===== src/hdl/sprp_pkg.sv =====
// Shared constants and types of the presence-detect EEPROM target
package sprp_pkg;
  localparam int          ADDR_W         = 8;
  localparam int          MEM_DEPTH      = 256;
  localparam int          FIFO_DEPTH     = 16;
  localparam int          LOWER_HALF_BIT = 7;
  localparam int          PIN_W          = 6;
  localparam int          PIN_SCL        = 5;
  localparam int          PIN_SDA        = 4;
  localparam int          PIN_GUARD      = 3;
  localparam int          PIN_HI         = 2;
  localparam int          PIN_MID        = 1;
  localparam int          PIN_LO         = 0;
  localparam logic [3:0]  PRE_ARRAY      = 4'ha;
  localparam logic [3:0]  PRE_LOCK       = 4'h6;
  localparam logic [2:0]  SEL_REV_SET    = 3'h1;
  localparam logic [2:0]  SEL_REV_CLR    = 3'h3;
  localparam logic [2:0]  BIT_FIRST      = 3'h0;
  localparam logic [2:0]  BIT_LAST       = 3'h7;
  localparam logic [7:0]  ADDR_RESET     = 8'h00;
  localparam logic [7:0]  ADDR_LAST      = 8'hff;
  localparam logic [7:0]  STATUS_FILL    = 8'hff;
  localparam logic [7:0]  BYTE_RESET     = 8'h00;
  localparam logic [5:0]  PIN_RESET      = 6'h30;

  typedef struct packed {
    logic [7:0] addr;
    logic [7:0] data;
  } sprp_wr_t;

  typedef enum logic [5:0] {
    ST_IDLE = 6'h01,
    ST_RX   = 6'h02,
    ST_ACKW = 6'h04,
    ST_ACK  = 6'h08,
    ST_TX   = 6'h10,
    ST_HACK = 6'h20
  } sprp_state_t;

  typedef enum logic [3:0] {
    K_CTRL  = 4'h1,
    K_ADDR  = 4'h2,
    K_DATA  = 4'h4,
    K_LDATA = 4'h8
  } sprp_kind_t;
endpackage : sprp_pkg


===== src/hdl/sprp_fifo.sv =====
// Parameterised valid/ready FIFO for queued array writes
module sprp_fifo
  import sprp_pkg::*;
#(
  parameter int W     = 16,
  parameter int DEPTH = FIFO_DEPTH
) (
  // Clock and reset
  input  wire logic         ref_clk,
  input  wire logic         reset,
  // Fill side
  input  wire logic         inValid,
  output logic              inReady,
  input  wire logic [W-1:0] inData,
  // Drain side
  output logic              outValid,
  input  wire logic         outReady,
  output logic [W-1:0]      outData
);
  localparam int AW = $clog2(DEPTH);

  logic [W-1:0] store [DEPTH];
  logic [AW:0]  wrPtr_ff;
  logic [AW:0]  rdPtr_ff;
  logic         doPush;
  logic         doPop;

  assign inReady  = (wrPtr_ff[AW] == rdPtr_ff[AW]) ||
                    (wrPtr_ff[AW-1:0] != rdPtr_ff[AW-1:0]);
  assign outValid = (wrPtr_ff != rdPtr_ff);
  assign doPush   = inValid && inReady;
  assign doPop    = outValid && outReady;
  assign outData  = store[rdPtr_ff[AW-1:0]];

  always_ff @(posedge ref_clk) begin
    if (doPush) begin
      store[wrPtr_ff[AW-1:0]] <= inData;
    end
  end

  always_ff @(posedge ref_clk or posedge reset) begin
    if (reset) begin
      wrPtr_ff <= '0;
    end else if (doPush) begin
      wrPtr_ff <= wrPtr_ff + 1'b1;
    end
  end

  always_ff @(posedge ref_clk or posedge reset) begin
    if (reset) begin
      rdPtr_ff <= '0;
    end else if (doPop) begin
      rdPtr_ff <= rdPtr_ff + 1'b1;
    end
  end
endmodule : sprp_fifo


===== src/hdl/sprp_array.sv =====
// Byte array with registered read data, one access per cycle
module sprp_array
  import sprp_pkg::*;
#(
  parameter int DEPTH = MEM_DEPTH,
  parameter int AW    = ADDR_W
) (
  // Clock
  input  wire logic          ref_clk,
  // Read port, takes priority
  input  wire logic          rdEn,
  input  wire logic [AW-1:0] rdAddr,
  output logic [7:0]         rdData,
  // Write port
  input  wire logic          wrEn,
  input  wire logic [AW-1:0] wrAddr,
  input  wire logic [7:0]    wrData
);
  logic [7:0] cells [DEPTH];

  always_ff @(posedge ref_clk) begin
    if (rdEn) begin
      rdData <= cells[rdAddr];
    end else if (wrEn) begin
      cells[wrAddr] <= wrData;
    end
  end
endmodule : sprp_array


===== src/hdl/sprp_spd_target.sv =====
// Two-wire presence-detect EEPROM target: reads, lock status, write guard
// Summary of operation
// - Write-guard pin high refuses every array write and all lock programming
// - Guard high: array commands acked, reads served, write data not acked
// - Guard high, permanent clear: lock command acked, its data byte refused
// - Permanent lock set: lock set/clear commands and data never acked
// - Reversible lock set: set-reversible command and data not acked
// - Permanent status read acked only while permanent lock is clear
// - Reversible status read acked only while reversible lock is clear
// - Permanent status query: preamble 0110, strap bits, direction one
// - Reversible status query: preamble 0110, bits 001, direction one
// - Read starts like write but direction bit one; device sends data
// - Word counter holds last accessed address plus one, kept between ops
// - Counter wraps from last byte to first byte, reading continues
// - After acked read address, current byte shifts out MSB first
// - Each host acknowledge sends next byte; only in an array read does it also advance the address
// - Once permanent lock is programmed it stays set until reset
module sprp_spd_target
  import sprp_pkg::*;
(
  // Clock and reset
  input  wire logic       ref_clk,
  input  wire logic       reset,
  // Two-wire bus pins
  input  wire logic       sclPin,
  input  wire logic       sdaIn,
  output logic            sdaOut,
  output logic            sdaOeN,
  // Strap and guard pins
  input  wire logic       writeGuardPin,
  input  wire logic       strapAddrHi,
  input  wire logic       strapAddrMid,
  input  wire logic       strapAddrLo,
  // Lock cells from the nonvolatile store
  input  wire logic       permanentLowerLock,
  input  wire logic       reversibleLowerLock,
  // Status
  output logic [7:0]      wordAddr,
  output logic            permLockActive
);
  logic [PIN_W-1:0] pinMeta_ff;
  logic [PIN_W-1:0] pinSync_ff;
  logic             sclPrev_ff;
  logic             sdaPrev_ff;
  sprp_state_t      state_ff;
  sprp_kind_t       kind_ff;
  logic [2:0]       bitCnt_ff;
  logic [7:0]       rxShift_ff;
  logic [7:0]       txShift_ff;
  logic             sdaLow_ff;
  logic             ackBit_ff;
  logic             readMode_ff;
  logic             arrayMode_ff;
  logic             hostAck_ff;
  logic [7:0]       addr_ff;
  logic             permLatched_ff;

  logic       sclS, sdaS, guardS;
  logic [2:0] straps;
  logic       sclRise, sclFall, startCond, stopCond;
  logic [7:0] byteIn;
  logic       isArray, isLockP, isRevSet, isRevClr, rw, lockCmdW;
  logic       rxDone, ackNow, txLoad, rdReq, revLock;
  logic       fifoReady, fifoPush, drainValid, drainReady;
  sprp_wr_t   pushWord, drainWord;
  logic [7:0] memData;

  // Every pin passes two flops; edge logic reads only the second stage
  always_ff @(posedge ref_clk or posedge reset) begin
    if (reset) begin
      pinMeta_ff <= PIN_RESET;
      pinSync_ff <= PIN_RESET;
    end else begin
      pinMeta_ff <= {sclPin, sdaIn, writeGuardPin,
                     strapAddrHi, strapAddrMid, strapAddrLo};
      pinSync_ff <= pinMeta_ff;
    end
  end

  always_ff @(posedge ref_clk or posedge reset) begin
    if (reset) begin
      sclPrev_ff <= 1'b1;
      sdaPrev_ff <= 1'b1;
    end else begin
      sclPrev_ff <= sclS;
      sdaPrev_ff <= sdaS;
    end
  end

  assign sclS      = pinSync_ff[PIN_SCL];
  assign sdaS      = pinSync_ff[PIN_SDA];
  assign guardS    = pinSync_ff[PIN_GUARD];
  assign straps    = {pinSync_ff[PIN_HI], pinSync_ff[PIN_MID],
                      pinSync_ff[PIN_LO]};
  assign sclRise   = sclS && !sclPrev_ff;
  assign sclFall   = !sclS && sclPrev_ff;
  assign startCond = sclS && sclPrev_ff && sdaPrev_ff && !sdaS;
  assign stopCond  = sclS && sclPrev_ff && !sdaPrev_ff && sdaS;
  assign revLock   = reversibleLowerLock;

  // Lock stays set until reset
  always_ff @(posedge ref_clk or posedge reset) begin
    if (reset) begin
      permLatched_ff <= 1'b0;
    end else begin
      permLatched_ff <= permLatched_ff | permanentLowerLock;
    end
  end

  // Command decode of the byte completing on this rising edge
  assign byteIn   = {rxShift_ff[6:0], sdaS};
  assign rw       = byteIn[0];
  assign isArray  = (byteIn[7:4] == PRE_ARRAY) && (byteIn[3:1] == straps);
  assign isLockP  = (byteIn[7:4] == PRE_LOCK) && (byteIn[3:1] == straps);
  assign isRevSet = (byteIn[7:4] == PRE_LOCK) && !isLockP &&
                    (byteIn[3:1] == SEL_REV_SET);
  assign isRevClr = (byteIn[7:4] == PRE_LOCK) && !isLockP &&
                    (byteIn[3:1] == SEL_REV_CLR);
  assign lockCmdW = !rw && (isLockP || isRevSet || isRevClr);
  assign rxDone   = (state_ff == ST_RX) && sclRise && !startCond &&
                    !stopCond && (bitCnt_ff == BIT_LAST);

  always_comb begin
    ackNow = 1'b0;
    case (kind_ff)
      K_CTRL: begin
        if (isArray) begin
          ackNow = 1'b1;
        end else if (isLockP) begin
          ackNow = !permLatched_ff;
        end else if (isRevSet && rw) begin
          ackNow = !revLock;
        end else if (isRevSet) begin
          ackNow = !permLatched_ff && !revLock;
        end else if (isRevClr) begin
          ackNow = !rw && !permLatched_ff;
        end
      end
      K_ADDR: ackNow = 1'b1;
      // Queue full also refuses, so a stalled drain never loses a byte
      K_DATA: ackNow = !guardS && fifoReady &&
                       !(!addr_ff[LOWER_HALF_BIT] &&
                         (permLatched_ff || revLock));
      K_LDATA: ackNow = !guardS;
      default: ackNow = 1'b0;
    endcase
  end

  // Lock data is acknowledged only while the guard pin is low, and never programs a cell here
  assign fifoPush = rxDone && (kind_ff == K_DATA) && ackNow;
  assign pushWord = '{addr: addr_ff, data: byteIn};
  assign txLoad   = sclFall && !startCond && !stopCond &&
                    (((state_ff == ST_ACK) && ackBit_ff && readMode_ff) ||
                     ((state_ff == ST_HACK) && hostAck_ff));
  assign rdReq    = (rxDone && (kind_ff == K_CTRL) && isArray && rw) ||
                    ((state_ff == ST_HACK) && sclRise && !sdaS &&
                     arrayMode_ff);

  always_ff @(posedge ref_clk or posedge reset) begin
    if (reset) begin
      state_ff  <= ST_IDLE;
      kind_ff   <= K_CTRL;
      bitCnt_ff <= BIT_FIRST;
      sdaLow_ff <= 1'b0;
    end else if (startCond) begin
      state_ff  <= ST_RX;
      kind_ff   <= K_CTRL;
      bitCnt_ff <= BIT_FIRST;
      sdaLow_ff <= 1'b0;
    end else if (stopCond) begin
      state_ff  <= ST_IDLE;
      sdaLow_ff <= 1'b0;
    end else begin
      case (state_ff)
        ST_IDLE: sdaLow_ff <= 1'b0;
        ST_RX: begin
          if (rxDone) begin
            state_ff <= ST_ACKW;
          end else if (sclRise) begin
            bitCnt_ff <= bitCnt_ff + 1'b1;
          end
        end
        ST_ACKW: begin
          if (sclFall) begin
            sdaLow_ff <= ackBit_ff;
            state_ff  <= ST_ACK;
          end
        end
        ST_ACK: begin
          if (sclFall) begin
            bitCnt_ff <= BIT_FIRST;
            if (!ackBit_ff) begin
              sdaLow_ff <= 1'b0;
              state_ff  <= ST_IDLE;
            end else if (readMode_ff) begin
              sdaLow_ff <= !(arrayMode_ff ? memData[7] : STATUS_FILL[7]);
              state_ff  <= ST_TX;
            end else begin
              sdaLow_ff <= 1'b0;
              state_ff  <= ST_RX;
              kind_ff   <= (kind_ff == K_CTRL) ?
                           (arrayMode_ff ? K_ADDR : K_LDATA) :
                           ((kind_ff == K_LDATA) ? K_LDATA : K_DATA);
            end
          end
        end
        ST_TX: begin
          if (sclFall) begin
            if (bitCnt_ff == BIT_LAST) begin
              sdaLow_ff <= 1'b0;
              state_ff  <= ST_HACK;
            end else begin
              bitCnt_ff <= bitCnt_ff + 1'b1;
              sdaLow_ff <= !txShift_ff[6];
            end
          end
        end
        ST_HACK: begin
          if (sclRise && sdaS) begin
            state_ff <= ST_IDLE;
          end else if (txLoad) begin
            bitCnt_ff <= BIT_FIRST;
            sdaLow_ff <= !(arrayMode_ff ? memData[7] : STATUS_FILL[7]);
            state_ff  <= ST_TX;
          end
        end
        default: begin
          state_ff  <= ST_IDLE;
          sdaLow_ff <= 1'b0;
        end
      endcase
    end
  end

  // Control byte kind is kept until the next control byte
  always_ff @(posedge ref_clk or posedge reset) begin
    if (reset) begin
      rxShift_ff   <= BYTE_RESET;
      ackBit_ff    <= 1'b0;
      readMode_ff  <= 1'b0;
      arrayMode_ff <= 1'b0;
    end else if ((state_ff == ST_RX) && sclRise) begin
      rxShift_ff <= byteIn;
      if (rxDone) begin
        ackBit_ff <= ackNow;
        if (kind_ff == K_CTRL) begin
          readMode_ff  <= rw;
          arrayMode_ff <= isArray;
        end
      end
    end
  end

  always_ff @(posedge ref_clk or posedge reset) begin
    if (reset) begin
      hostAck_ff <= 1'b0;
    end else if (state_ff != ST_HACK) begin
      hostAck_ff <= 1'b0;
    end else if (sclRise) begin
      hostAck_ff <= !sdaS;
    end
  end

  always_ff @(posedge ref_clk or posedge reset) begin
    if (reset) begin
      txShift_ff <= STATUS_FILL;
    end else if (txLoad) begin
      txShift_ff <= arrayMode_ff ? memData : STATUS_FILL;
    end else if ((state_ff == ST_TX) && sclFall) begin
      txShift_ff <= {txShift_ff[6:0], 1'b1};
    end
  end

  // Word counter survives stops and repeated starts
  always_ff @(posedge ref_clk or posedge reset) begin
    if (reset) begin
      addr_ff <= ADDR_RESET;
    end else if (rxDone && (kind_ff == K_ADDR)) begin
      addr_ff <= byteIn;
    end else if (fifoPush || (txLoad && arrayMode_ff)) begin
      addr_ff <= (addr_ff == ADDR_LAST) ? ADDR_RESET :
                 addr_ff + 1'b1;
    end
  end

  // Reads own the array port; queued writes wait behind them
  assign drainReady = !rdReq;

  sprp_fifo #(
    .W     ($bits(sprp_wr_t)),
    .DEPTH (FIFO_DEPTH)
  ) u_fifo (
    .ref_clk  (ref_clk),
    .reset    (reset),
    .inValid  (fifoPush),
    .inReady  (fifoReady),
    .inData   (pushWord),
    .outValid (drainValid),
    .outReady (drainReady),
    .outData  (drainWord)
  );

  sprp_array #(
    .DEPTH (MEM_DEPTH),
    .AW    (ADDR_W)
  ) u_array (
    .ref_clk (ref_clk),
    .rdEn    (rdReq),
    .rdAddr  (addr_ff),
    .rdData  (memData),
    .wrEn    (drainValid),
    .wrAddr  (drainWord.addr),
    .wrData  (drainWord.data)
  );

  assign sdaOut         = 1'b0;
  assign sdaOeN         = !sdaLow_ff;
  assign wordAddr       = addr_ff;
  assign permLockActive = permLatched_ff;
endmodule : sprp_spd_target


===== config.mk =====
export PLATFORM = sky130hd
export DESIGN_NAME = sprp_spd_target
export DESIGN_NICKNAME = d
export VERILOG_FILES = /design/src/hdl/sprp_pkg.sv /design/src/hdl/sprp_fifo.sv /design/src/hdl/sprp_array.sv /design/src/hdl/sprp_spd_target.sv
export SDC_FILE = /design/constraint.sdc
export NUM_CORES = 2
export LEC_CHECK = 0
export BUFFER_PORTS_ARGS = -buffer_cell sky130_fd_sc_hd__buf_2
export CORE_ASPECT_RATIO = 1.5
export CORE_MARGIN = 8
export CORE_UTILIZATION = 57
export DETAILED_ROUTE_END_ITERATION = 8
export PLACE_DENSITY = 0.82
export SLEW_MARGIN = 20
export SYNTH_ARGS = -nofsm -noshare
export SYNTH_HDL_FRONTEND = slang
export SYNTH_SLANG_ARGS = --single-unit

===== constraint.sdc =====
create_clock -name ref_clk -period 4 [get_ports ref_clk]
set_input_delay 0.8 -clock ref_clk [delete_from_list [all_inputs] [get_ports ref_clk]]
set_output_delay 0.8 -clock ref_clk [all_outputs]
set_load 0.05 [all_outputs]

==> results.cfg <==
[placement]
place_inst = 6904
io_buffers = 19
dp_hpwl_mm = 143
place.gp.congestion = 0.932

[global_route]
grt_max_degree = 94
grt_pass1_wl_mm = 346
first_global_vias = 51114
antenna_found_initial = 2
grt-ovfl-total = 0
globalRouteTotalUtil_pct = 26.8

[drt]
vias = 49857
wl_per_cell_um = 33.0
dr.pass1.iters = 8
initialDrtViolationCount = 7143
antenna_left = 0
wl_mm = 239
drc = 0
via_per_inst = 6.87

[floorplanning]
start_util_pct = 57.2
ioPinCount = 21
core_um2 = 162000
die_w_um = 345
rows = 181
die_area_um2 = 176000
die_h_um = 510

[synthesis]
synthesis.nets = 4588
ys_seq_elements = 2377
syn_inst = 4570
ys_types = 73
synth_mux_area_share_pct = 14.5
ys_async_sr_fraction_pct = 2.73
synthSimpleGateAreaFrac_pct = 3.26
synthAdderAreaFrac_pct = 0.108
seq_area_frac_synth_pct = 76.7
synth_compound_area_share_pct = 3.70
synth_edf_count = 2312
syn_avg_cell_area_um2 = 20.3
synthXorXnorAreaFrac_pct = 0.180
synth_top_family_by_area = multiplexers
synth_warnings = 0
synthesis.area_um2 = 92700
synthFlopType = edfxtp_1

[clock_tree]
clock_latency_ns = 0.83
cts_tree = yes
post_cts_buffers = 0
ctsHoldBuffers = 0
numCtsBuffers = 191
clock-sinks = 2377
clock-root-buffer = clkbuf_16
htreeDepth = 4
clkTransAtPathRegs_ns = 0.07
post_cts_resized = 1
cts_buffer_depth = 3

[hold_path]
worstHoldPathType = input pin to register

[pwr]
vdd_drop_max_mv = 0.476
p_leak_nw = 32.8
total_power_mw = 46.5
power_density_nw_per_um2 = 443

[critical_path]
worstSetupPathType = register to register
crit_path_end_kind = register
cp.arrival_ns = 4.52
cp-start-kind = register
cp.required_ns = 4.52
path_max_fanout = 22

[timing]
rsz0062_at_grt = no
max_freq_mhz = 250
hold_violations = 0
skew_ns = 0.0360
worst_pin_slew_ns = 1.15
drv_slew = 0
post-route-period-util_pct = 100
slew_headroom_pct = 23.0
final-setup-viol-count = 0
min_period_ns = 4.00
tns_ns = 0

[final_layout]
seq_area_um2 = 71100
finalNetCount = 5011
multi_input_area_um2 = 20300
area_growth_pct = 13.3
final_core_util_pct = 64.8
fin_cells = 7255
fillers = 9647
drive_gt1_share_pct = 27.0

[job]
cap_violations = 0

[outcome]
outcome = completed
-- area by class of cell --
class	instances	share of cell area [%]
sequential	2377	67.7
multi-input combinational	1881	19.4
clock buffer	236	4.85
timing repair buffer	522	4.30
tap	2104	2.51
clock inverter	113	1.19
inverter	20	0.0715
antenna	2	0.00477
-- synth_stat cells (14+ instances only) --
cell type	n	area share, %
a211oi_1	24	0.19
a21oi_1	65	0.35
a221oi_1	43	0.41
a22o_1	33	0.31
a22oi_1	116	0.94
a31oi_1	16	0.11
buf_1	34	0.14
buf_2	85	0.46
clkbuf_1	150	0.61
dfrtp_1	50	1.3
dfstp_2	15	0.43
edfxtp_1	2312	75
inv_1	17	0.069
mux2_2	28	0.34
mux2i_1	242	2.6
mux4_2	473	11
nand2_1	78	0.32
nand2b_1	17	0.11
nand3_1	53	0.29
nand3b_1	15	0.12
nand4_1	19	0.13
nor2_1	249	1.0
nor2_2	20	0.13
nor2b_1	18	0.12
nor3_1	83	0.45
nor4_1	21	0.14
o21ai_0	38	0.21
o221ai_1	47	0.44
o22ai_1	61	0.41
xnor2_1	14	0.13
-- flip-flops by register name, summed over array words and instances (netlist names), 3 cells and up --
register,count
bitCnt_ff,3
kind_ff,4
pinMeta_ff,6
pinSync_ff,6
rxShift_ff,7
state_ff,6
txShift_ff,7
u_array.cells,2048
u_array.rdData,8
u_fifo.rdPtr_ff,5
u_fifo.store,256
u_fifo.wrPtr_ff,5
wordAddr,8
-- stage by stage --
stage,worst slack (ns),cell area [um2],hold WS [ns]
global placement,0.237,98600,0.341
global route,0.00746,105000,0.0621
detailed placement,0.141,98600,0.343
finish,0.00000533,105000,0.0841
CTS,0.117,105000,0.0385
floorplan,0.297,92700,0.331
-- report_power, final --
part | internal, mW | switching, mW | leakage, nW
clock | 10.7 | 8.58 | 3.09
sequential | 26.9 | 0.0340 | 20.9
combinational | 0.0743 | 0.122 | 8.84
total | 37.7 | 8.73 | 32.8
-- path summary, 6_finish.rpt --
kind | from | to | slack (ns) | depth (start not counted)
min in group asynchronous | reset | pinMeta_ff[2] | 0.15 | 2
setup / recovery | wordAddr[0] | u_array.rdData[1] | 0.000005 | 7
max in group asynchronous | reset | txShift_ff[5] | 3.05 | 3
hold reg to reg | pinMeta_ff[1] | pinSync_ff[1] | 0.36 | 0
setup reg to reg | wordAddr[0] | u_array.rdData[1] | 0.000005 | 7
hold / removal | sclPin | pinMeta_ff[5] | 0.08 | 1
-- worst max-delay path, cell delays in order (launching register included) --
cell,delay (ns)
dfrtp_4,0.64
buf_12,0.26
buf_4,0.26
mux4_2,0.53
a221oi_1,0.55
o22ai_1,0.32
nor3_1,0.89
nor4_1,0.17
-- cells in the final DEF, fill, tap and decap left out, drive strengths merged, types with 33 or more instances in the layout --
cell type / instances
clkinv: 77
edfxtp: 2312
dfrtp: 50
a21oi: 66
clkbuf: 236
nand3: 54
nor3: 84
o21ai: 38
a221oi: 43
a22o: 33
buf: 522
a22oi: 116
mux2i: 243
nand2: 78
mux4: 475
o221ai: 47
nor2: 269
o22ai: 61
-- cell families (layout without fill, tap and decap cells) --
| group | Yosys count | in the layout |
|---|---|---|
| flip-flops | 2377 | 2377 |
| multiplexers | 747 | 747 |
| AND/OR/NAND/NOR | 625 | 625 |
| AO/OA/AOI/OAI | 481 | 481 |
| buffers and inverters | 312 | 891 |
| XOR/XNOR | 19 | 19 |
| adder cells (fa/ha/maj) | 8 | 8 |
| other | 1 | 3 |
-- layer usage --
layer / vias to the layer above / wire, um / global-route usage (%)
met1: 25437 / 75600 / 30.3
met3: 938 / 22200 / 4.73
met5: - / 15 / 0
li1: 19782 / - / -
met2: 3698 / 121000 / 46.3
met4: 2 / 20400 / 18.9
(Power assumes the default switching activity.)
